File: src/logic/atd_pkg.sv
// Package: opcodes, register map, reset values and carriers for the transfer decoder
package atd_pkg;

  // ----------------------------------------------------------------
  // Opcodes (10-bit instruction words)
  // ----------------------------------------------------------------
  localparam logic [9:0] OP_LCD_THREE   = 10'h20C;
  localparam logic [9:0] OP_AUX_TIMER   = 10'h20D;
  localparam logic [9:0] OP_CLOCK_MODE  = 10'h216;
  localparam logic [9:0] OP_PRESCALER   = 10'h2AA;
  localparam logic [5:0] OP_STORE_HIGH  = 6'h2B;  // Upper six bits of store group
  localparam int         OP_IMM_LSB     = 0;
  localparam int         OP_IMM_WIDTH   = 4;

  // ----------------------------------------------------------------
  // APB register offsets (byte addresses)
  // ----------------------------------------------------------------
  localparam logic [7:0] ADDR_INSTR     = 8'h00;
  localparam logic [7:0] ADDR_ACC       = 8'h04;
  localparam logic [7:0] ADDR_LCD_THREE = 8'h08;
  localparam logic [7:0] ADDR_AUX_COUNT = 8'h0C;
  localparam logic [7:0] ADDR_AUX_RELD  = 8'h10;
  localparam logic [7:0] ADDR_CLK_MODE  = 8'h14;
  localparam logic [7:0] ADDR_PRESCALE  = 8'h18;
  localparam logic [7:0] ADDR_FILE_SEL  = 8'h1C;
  localparam logic [7:0] ADDR_DPTR      = 8'h20;
  localparam logic [7:0] ADDR_RAM_DATA  = 8'h24;
  localparam logic [7:0] ADDR_STATUS    = 8'h28;

  // ----------------------------------------------------------------
  // Reset values and sizes
  // ----------------------------------------------------------------
  localparam logic [3:0] RST_NIBBLE     = 4'h0;
  localparam logic [9:0] RST_INSTR      = 10'h000;
  localparam int         RAM_WORDS      = 16;

  // ----------------------------------------------------------------
  // Decoded write strobes, one per instruction kind, plus the immediate field
  // ----------------------------------------------------------------
  typedef struct packed {
    logic       lcd_three;
    logic       aux_timer;
    logic       ram_store;
    logic       clock_mode;
    logic       prescaler;
    logic [3:0] imm;
  } atd_dec_type;

endpackage

File: src/logic/atd_decode.sv
// Combinational opcode decoder for the accumulator transfer group
`timescale 1ns/1ps
`default_nettype none
module atd_decode
  import atd_pkg::*;
(
  input  wire logic [9:0] opcode,
  input  wire logic       valid,
  output var atd_dec_type dec
);

  // ----------------------------------------------------------------
  // Decode
  // ----------------------------------------------------------------
  // One strobe at most; a non-member opcode gives all strobes zero, imm still carries opcode[3:0]
  always_comb begin
    dec            = '0;
    dec.lcd_three  = valid && (opcode == OP_LCD_THREE);
    dec.aux_timer  = valid && (opcode == OP_AUX_TIMER);
    dec.ram_store  = valid && (opcode[9:4] == OP_STORE_HIGH);
    dec.clock_mode = valid && (opcode == OP_CLOCK_MODE);
    dec.prescaler  = valid && (opcode == OP_PRESCALER);
    dec.imm        = opcode[OP_IMM_LSB +: OP_IMM_WIDTH];
  end

endmodule
`default_nettype wire

File: src/logic/atd_core.sv
// Top: APB-driven decoder and executor for accumulator transfer instructions
//
// What this block does
// - opcode 20C copies accumulator to LCD control three
// - opcode 20D writes accumulator to aux timer count
// - same cycle also loads aux timer reload
// - opcodes 2B0-2BF store accumulator at data pointer
// - same store XORs file select with j
// - opcode 216 copies accumulator to clock mode
// - clock mode register drives the clock_mode_reg output
// - opcode 2AA writes prescaler control register
// - only accumulator bit 0 reaches prescaler bit 0
`timescale 1ns/1ps
`default_nettype none
module atd_core
  import atd_pkg::*;
#(
  parameter int RAM_DEPTH = RAM_WORDS
)(
  input  wire logic        pclk,
  input  wire logic        presetn,
  input  wire logic        psel,
  input  wire logic        penable,
  input  wire logic        pwrite,
  input  wire logic [7:0]  paddr,
  input  wire logic [31:0] pwdata,
  output logic      [31:0] prdata,
  output logic             pready,
  output logic             pslverr,
  output logic      [3:0]  lcd_ctrl_three,
  output logic      [3:0]  aux_timer_count,
  output logic      [3:0]  aux_timer_reload,
  output logic      [3:0]  clock_mode_reg,
  output logic             prescaler_ctrl_reg,
  output logic      [3:0]  ram_file_select,
  output logic             carry_out,
  output logic             skip_next
);

  // ----------------------------------------------------------------
  // State
  // ----------------------------------------------------------------
  logic [3:0]  acc_r,      acc_nxt;
  logic [3:0]  lcd_r,      lcd_nxt;
  logic [3:0]  cnt_r,      cnt_nxt;
  logic [3:0]  rld_r,      rld_nxt;
  logic [3:0]  mode_r,     mode_nxt;
  logic        pre_r,      pre_nxt;
  logic [3:0]  fsel_r,     fsel_nxt;
  logic [3:0]  dptr_r,     dptr_nxt;
  logic [9:0]  instr_r,    instr_nxt;
  logic [7:0]  exec_cnt_r, exec_cnt_nxt;
  logic [3:0]  ram_r [RAM_DEPTH];
  logic [3:0]  ram_nxt [RAM_DEPTH];
  logic [31:0] prdata_r,   prdata_nxt;
  logic        err_r,      err_nxt;
  logic        exec_r,     exec_nxt;
  atd_dec_type dec;

  // ----------------------------------------------------------------
  // APB access qualifiers
  // ----------------------------------------------------------------
  // Zero-wait slave: every access phase completes at once
  logic wr_acc;
  logic addr_ok;
  assign wr_acc = psel && penable && pwrite;
  assign pready = 1'b1;
  assign addr_ok = (paddr <= ADDR_STATUS) && (paddr[1:0] == 2'b00);

  // An instruction word written over APB executes in the next cycle
  atd_decode atd_decode_i (
    .opcode (instr_r),
    .valid  (exec_r),
    .dec    (dec)
  );

  // ----------------------------------------------------------------
  // Next state: instruction issue, execution, register writes
  // ----------------------------------------------------------------
  always_comb begin
    acc_nxt      = acc_r;
    lcd_nxt      = lcd_r;
    cnt_nxt      = cnt_r;
    rld_nxt      = rld_r;
    mode_nxt     = mode_r;
    pre_nxt      = pre_r;
    fsel_nxt     = fsel_r;
    dptr_nxt     = dptr_r;
    instr_nxt    = instr_r;
    exec_nxt     = 1'b0;
    exec_cnt_nxt = exec_cnt_r;
    ram_nxt      = ram_r;
    // Execution of the previous cycle's instruction, one cycle each
    if (dec.lcd_three) begin
      lcd_nxt = acc_r;
    end
    if (dec.aux_timer) begin
      cnt_nxt = acc_r;
      rld_nxt = acc_r;
    end
    if (dec.ram_store) begin
      ram_nxt[dptr_r] = acc_r;
      fsel_nxt        = fsel_r ^ dec.imm;
    end
    if (dec.clock_mode) begin
      mode_nxt = acc_r;
    end
    if (dec.prescaler) begin
      pre_nxt = acc_r[0];
    end
    if (dec.lcd_three || dec.aux_timer || dec.ram_store ||
        dec.clock_mode || dec.prescaler) begin
      exec_cnt_nxt = exec_cnt_r + 8'h01;
    end
    // Software writes come after execution, so a bus write wins a tie
    if (wr_acc) begin
      case (paddr)
        ADDR_INSTR: begin
          instr_nxt = pwdata[9:0];
          exec_nxt  = 1'b1;
        end
        ADDR_ACC:       acc_nxt  = pwdata[3:0];
        ADDR_LCD_THREE: lcd_nxt  = pwdata[3:0];
        ADDR_AUX_COUNT: cnt_nxt  = pwdata[3:0];
        ADDR_AUX_RELD:  rld_nxt  = pwdata[3:0];
        ADDR_CLK_MODE:  mode_nxt = pwdata[3:0];
        ADDR_PRESCALE:  pre_nxt  = pwdata[0];
        ADDR_FILE_SEL:  fsel_nxt = pwdata[3:0];
        ADDR_DPTR:      dptr_nxt = pwdata[3:0];
        ADDR_RAM_DATA:  ram_nxt[dptr_r] = pwdata[3:0];
        default: begin
        end
      endcase
    end
  end

  // ----------------------------------------------------------------
  // Read data and error answer
  // ----------------------------------------------------------------
  // Registered so prdata is a flop; the master samples it on the next access phase
  always_comb begin
    prdata_nxt = 32'h0000_0000;
    err_nxt    = 1'b0;
    if (psel && !penable) begin
      case (paddr)
        ADDR_INSTR:     prdata_nxt = {22'h00_0000, instr_r};
        ADDR_ACC:       prdata_nxt = {28'h000_0000, acc_r};
        ADDR_LCD_THREE: prdata_nxt = {28'h000_0000, lcd_r};
        ADDR_AUX_COUNT: prdata_nxt = {28'h000_0000, cnt_r};
        ADDR_AUX_RELD:  prdata_nxt = {28'h000_0000, rld_r};
        ADDR_CLK_MODE:  prdata_nxt = {28'h000_0000, mode_r};
        ADDR_PRESCALE:  prdata_nxt = {31'h0000_0000, pre_r};
        ADDR_FILE_SEL:  prdata_nxt = {28'h000_0000, fsel_r};
        ADDR_DPTR:      prdata_nxt = {28'h000_0000, dptr_r};
        ADDR_RAM_DATA:  prdata_nxt = {28'h000_0000, ram_r[dptr_r]};
        ADDR_STATUS:    prdata_nxt = {23'h00_0000, exec_r, exec_cnt_r};
        default:        prdata_nxt = 32'h0000_0000;
      endcase
      err_nxt = !addr_ok;
    end else if (psel && penable) begin
      prdata_nxt = prdata_r;
      err_nxt    = err_r;
    end
  end

  // ----------------------------------------------------------------
  // Registers
  // ----------------------------------------------------------------
  always_ff @(posedge pclk or negedge presetn) begin
    if (!presetn) begin
      acc_r      <= RST_NIBBLE;
      lcd_r      <= RST_NIBBLE;
      cnt_r      <= RST_NIBBLE;
      rld_r      <= RST_NIBBLE;
      mode_r     <= RST_NIBBLE;
      pre_r      <= 1'b0;
      fsel_r     <= RST_NIBBLE;
      dptr_r     <= RST_NIBBLE;
      instr_r    <= RST_INSTR;
      exec_r     <= 1'b0;
      exec_cnt_r <= 8'h00;
      prdata_r   <= 32'h0000_0000;
      err_r      <= 1'b0;
      for (int i = 0; i < RAM_DEPTH; i++) begin
        ram_r[i] <= RST_NIBBLE;
      end
    end else begin
      acc_r      <= acc_nxt;
      lcd_r      <= lcd_nxt;
      cnt_r      <= cnt_nxt;
      rld_r      <= rld_nxt;
      mode_r     <= mode_nxt;
      pre_r      <= pre_nxt;
      fsel_r     <= fsel_nxt;
      dptr_r     <= dptr_nxt;
      instr_r    <= instr_nxt;
      exec_r     <= exec_nxt;
      exec_cnt_r <= exec_cnt_nxt;
      prdata_r   <= prdata_nxt;
      err_r      <= err_nxt;
      ram_r      <= ram_nxt;
    end
  end

  // ----------------------------------------------------------------
  // Outputs
  // ----------------------------------------------------------------
  assign prdata             = prdata_r;
  assign pslverr            = err_r && psel && penable;
  assign lcd_ctrl_three     = lcd_r;
  assign aux_timer_count    = cnt_r;
  assign aux_timer_reload   = rld_r;
  assign clock_mode_reg     = mode_r;
  assign prescaler_ctrl_reg = pre_r;
  assign ram_file_select    = fsel_r;
  // This group never touches carry or skip
  assign carry_out          = 1'b0;
  assign skip_next          = 1'b0;

endmodule
`default_nettype wire

File: config.mk
export PLATFORM = sky130hd
export DESIGN_NAME = atd_core
export DESIGN_NICKNAME = d
export VERILOG_FILES = /design/src/logic/atd_pkg.sv /design/src/logic/atd_decode.sv /design/src/logic/atd_core.sv
export SDC_FILE = /design/constraint.sdc
export NUM_CORES = 1
export LEC_CHECK = 0
export ABC_AREA = 1
export BUFFER_PORTS_ARGS = -buffer_cell sky130_fd_sc_hd__buf_4
export CORE_MARGIN = 8
export CORE_UTILIZATION = 58
export DETAILED_ROUTE_END_ITERATION = 16
export PLACE_DENSITY = 0.91
export RECOVER_POWER = 50
export SLEW_MARGIN = 20
export SYNTH_ARGS = -nofsm -noshare
export SYNTH_HDL_FRONTEND = slang
export SYNTH_SLANG_ARGS = --single-unit
File: constraint.sdc
create_clock -name pclk -period 2.09 [get_ports pclk]
set_clock_uncertainty 0.1 [all_clocks]
set_input_delay 0.209 -clock pclk [delete_from_list [all_inputs] [get_ports pclk]]
set_output_delay 0.209 -clock pclk [all_outputs]
set_load 0.05 [all_outputs]
-- Yosys cells after proc, flatten, opt, wreduce, memory -nomap -nowiden
Cells that the tools add are included.
- bits in registers: 145
- bits of input ports: 45
- output and inout port bits: 57
- word-level logic and storage cells: 109
- add/sub/neg operators: 1
- order comparisons: 3
- equality and inequality tests: 16
- mux-type cells: 35
- bitwise operators: 2
- reductions and logical operators: 23
- operator list (cell ; number):
    64-bit two-way mux ; 3
    64-bit bitwise mux ; 2
    10-bit case mux with 11 select lines ; 1
    4-bit two-way mux ; 18
    32-bit two-way mux ; 2
    10-bit equality test (second input constant) ; 4
    8-bit by 5-bit equality test with 1-bit output (second input constant) ; 4
    8-bit by 6-bit equality test with 1-bit output (second input constant) ; 3
    4-bit binary-select mux with 4-bit select ; 1
    4-bit demux with 4-bit select ; 1
    8-bit by 4-bit equality test with 1-bit output (second input constant) ; 2
    1-bit logical AND ; 12
    8-bit by 1-bit adder with 8-bit output (second input constant) ; 1
    8-bit by 3-bit equality test with 1-bit output (second input constant) ; 1
    8-bit by 6-bit <= comparator with 1-bit output (second input constant) ; 1
    8-bit logical NOT ; 1
    1-bit two-way mux ; 7
    6-bit equality test (second input constant) ; 1
    2-bit AND reduction ; 3
    5-bit >= comparator (second input constant) ; 1
    5-bit by 1-bit < comparator with 1-bit output (second input constant) ; 1
    4-bit NOT with 5-bit output ; 1
    1-bit logical OR ; 4
    4-bit bitwise XOR ; 1
    other kinds (3) ; 4

-- Depth between registers and ports, before layout
- depth after elaboration: 10
- mapped depth: 13
- mapped depth without buffers: 11

-- Cells and area by module
From an unflattened synthesis, not the netlist that was laid out.
- cell total of the unflattened synthesis: 1024
- area total of the unflattened synthesis: 7239.4 um^2
- modules (own cells, without submodules) (module ; times used ; cells each ; area an instance (um^2) ; seq. area each (um^2)):
    atd_core ; 1 ; 984 ; 7064.3 ; 3078.0
    atd_decode ; 1 ; 40 ; 175.2 ; 0.0

-- Worst setup path before layout
OpenSTA, ideal clock, no wires.
- path type: register to register
- start point: register instr_r[8]
- end point: register ram_r[21] in the netlist's numbering
- setup time: 0.133 ns
- arrival: 1.387 ns
- required time: 1.857 ns
- path slack: 0.469 ns
- stages on the path, launching flop included: 12
- path buffers: 1
- clock period less this slack: 1.621 ns
- path through: dfrtp_1 > inv_1 > nand3_1 > inv_1 > nand2_1 > nor2_4 > buf_4 > nand2_1 > nand2_1 > o21ai_0 > nand2_1 > o21ai_0
- RTL lines (what ; RTL line ; text):
    start, declared ; atd_core.sv:51 ; logic [9:0] instr_r, instr_nxt;
    start signal, assigned ; atd_core.sv:196 ; instr_r <= instr_nxt;
    end signal, assigned ; atd_core.sv:201 ; ram_r <= ram_nxt;
    end, declared ; atd_core.sv:53 ; logic [3:0] ram_r [RAM_DEPTH];

-- Worst setup path in the final report
- start point: register dptr_r[1]
- end point: register prdata_r[0], in the netlist prdata[0]
- word-level cells in the longest chain between the ends: 6
- RTL lines (what ; RTL line ; text):
    start, declared ; atd_core.sv:50 ; logic [3:0] dptr_r, dptr_nxt;
    start signal, assigned ; atd_core.sv:195 ; dptr_r <= dptr_nxt;
    4-bit NOT with 5-bit output (not written as such) ; atd_core.sv:155 ; ADDR_RAM_DATA: prdata_nxt = {28'h000_0000, ram_r[dptr_r]};
    4-bit binary-select mux with 4-bit select ; atd_core.sv:155 ;
    4-bit two-way mux (not written as such) (2 in series) ; atd_core.sv:155 ;
    10-bit case mux with 11 select lines ; atd_core.sv:145 ; case (paddr)
    32-bit two-way mux ; atd_core.sv:144 ; if (psel && !penable) begin
    end signal, assigned ; atd_core.sv:199 ; prdata_r <= prdata_nxt;
    end, declared ; atd_core.sv:55 ; logic [31:0] prdata_r, prdata_nxt;
No other way between the ends. The select of a mux whose other input is x is not followed.
A chain may end at the register's enable or synchronous reset.

==> flow_summary.ini <==
[worst_setup_path]
cp.required_ns = 2.31
crit_type = flip-flop to flip-flop
critPathCaptureType = flip-flop
rr_startpoint = dptr_r[1]$_DFFE_PN0P_
start_kind = flip-flop
rr_endpoint = prdata[0]$_DFFE_PN0P_
path_max_fanout = 9
rr_worst_depth = 10
rrSetupSlack_ns = 0.13
arrival_ns = 2.18

[placement]
finalWeightedCongestion = 0.969
hpwl_mm = 14.8
port_buffers = 54
pre_cts_ws_ns = 0.163
place_inst = 1259
placed_area_um2 = 7890

[final_layout]
layout.nets = 1159
post-route-util_pct = 68.9
final_area_um2 = 8550
stdcell_count = 1298
largest_register_ffs = 64
syn_to_final_growth_pct = 17.8
regMostFlops = ram_r
n_antenna_cell = 0
drive_above_1_share_pct = 12.0

[sta]
layout_setup_ws_ns = 0.133
maxSlewHeadroom_pct = 31.3
finalMaxSlewViolations = 0
fin_crit_ns = 1.96
setup_viol = 0
fmax_mhz = 511
finalCritPeriodShare_pct = 93.7
worst_pin_slew_ns = 1.03
hold_viol_final = 0
holdWs_ns = 0.0251

[power]
p_leak_nw = 4.09
ir_worst_vdd_uv = 491
cellPowerDensity_nw_per_um2 = 703

[synth]
synth-edff-count = 0
async_flop_share_pct = 100
syn_area_um2 = 7260
synth.top_cells.by_count = nand2_1, dfrtp_1, o21ai_0, inv_1, nor2_1
yosysSeqAreaShare_pct = 42.4
syn_area_per_cell_um2 = 6.96
ys_warn_count = 0
synth_largest_area_cell = dfrtp_1
synthTopCellsByArea = dfrtp_1, nand2_1, o21ai_0
synth.most_common_cell = nand2_1
ys_ff_latch = 123
netlist.area_leader.share_pct = 42.4
ys_types = 33
synthCells = 1043
synth_flop_cell = dfrtp_1

[global_routing]
grt_use_total_pct = 28.4
grt_max_degree = 48
grt_first_pass_wirelength_mm = 36.4
overflow = 0
grt_pass1_vias = 7166
grt_antenna_before_repair = 0

[min_path]
hp-start = psel
worstHoldPathType = input pin to flip-flop
holdPathEnd = err_r$_DFFE_PN0P_
min_path_cells = 3

[routing]
vias = 7653
wl_per_cell_um = 17.7
drtPass1Iterations = 7
drtIter0Drc = 1264
drt_wl_total_mm = 23.0
ant_nets = 0
drc = 0
vias_per_cell = 5.90

[clocking]
path_clk_slew_ns = 0.06
cts_tree = done
clk_path_buf_depth = 2
cts_root_buf = clkbuf_16
clock-sinks = 123
cts_max_level = 4
cts_made_buffers = 17
worstSkewPairLatency_ns = 0.43

[floorplanning]
rows = 41
dieArea_um2 = 16400
core_um2 = 12400
io_pins = 102
fp.dieW_um = 128
initial_utilization_pct = 58.5
die_height_um = 128

[flow_run]
cap_violations = 0

[status]
status = finished, final reports clean
## what timing repair did
item                                   CTS  global route
gates resized for setup                  0             4
setup endpoints to repair                0            18
endpoints found under the hold margin   44             0
buffers inserted                         0             0
hold buffers                             7             0
## worst max-delay path, stage by stage (launching register included)
cell,delay [ns]
dfrtp_1,0.53
clkinv_1,0.19
buf_4,0.20
nand2_1,0.06
nand3_1,0.08
nand2_1,0.07
nand2_1,0.05
o21ai_0,0.33
nand2_1,0.11
nand2_1,0.07
nand2_1,0.05
## metal layers
layer / routed length, um / share of wire [%] / global-route usage [%]
met1: 8150 / 35 / 32.8
met5: 0 / 0 / 0
met4: 1100 / 4.8 / 17.6
met3: 2910 / 13 / 8.82
met2: 10800 / 47 / 45.3
## area by class of cell
class                   count  area (um2)
well taps                 172         215
multi-input cells         792        3580
clock inverters            14         193
fillers                   957        3860
flip-flops and latches    123        3080
repair buffers             89         707
clock buffers              18         439
inverters                  90         338
## worst max-delay path by stage
stage | start | endpoint | cells after the start
3_5_place_dp | paddr[7] | instr_r[1]$_DFFE_PN0P_ | 9
6_report | dptr_r[1]$_DFFE_PN0P_ | prdata[0]$_DFFE_PN0P_ | 10
3_3_place_gp | instr_r[8]$_DFFE_PN0P_ | ram_r[56]$_DFF_PN0_ | 11
4_1_cts | instr_r[8]$_DFFE_PN0P_ | ram_r[21]$_DFF_PN0_ | 11
5_1_grt | instr_r[0]$_DFFE_PN0P_ | exec_cnt_r[0]$_DFFE_PN0P_ | 8
2_1_floorplan | instr_r[8]$_DFFE_PN0P_ | ram_r[21]$_DFF_PN0_ | 11
## cell families (layout without fill, tap and decap cells)
logic type               Yosys count  in the layout  share of synthesized area, %
buffers and inverters            151            211                          9.49
other                              2             25                         0.103
AND/OR/NAND/NOR                  572            572                          32.4
XOR/XNOR                          10             10                          1.21
AO/OA/AOI/OAI                    184            184                          14.2
flip-flops                       123            123                          42.4
adder cells (fa/ha/maj)            1              1                         0.172
## where the power goes
part	switching (mW)	internal, mW
clock network	1.15	2.03
registers	0.0170	2.40
logic	0.330	0.0857
## stage by stage
step	TNS, ns	total power [mW]
3_3_place_gp	0	2.85
6_report	0	6.02
3_5_place_dp	0	2.86
5_1_grt	-0.0380	6.16
4_1_cts	0	6.01
2_1_floorplan	0	2.72
## cells in the final DEF, fill, tap and decap left out, types with 2 or more instances in the layout
master / instances
nor2_4: 2
xor2_1: 9
clkbuf_16: 17
nor2_1: 83
nand4_1: 6
o22ai_1: 15
a31oi_1: 22
o211ai_1: 14
dlygate4sd3_1: 7
buf_4: 66
nand3_1: 79
nor2_2: 7
a21oi_1: 11
o21ai_0: 113
clkinvlp_4: 3
inv_1: 84
clkinv_2: 3
bufinv_16: 4
buf_12: 4
dfrtp_1: 123
inv_2: 5
conb_1: 25
clkbuf_4: 4
o21ai_1: 2
nor3_1: 2
inv_6: 3
a22o_1: 5
clkbuf_1: 7
nand2_2: 10
nand2_1: 378
(Power assumes the default switching activity.)
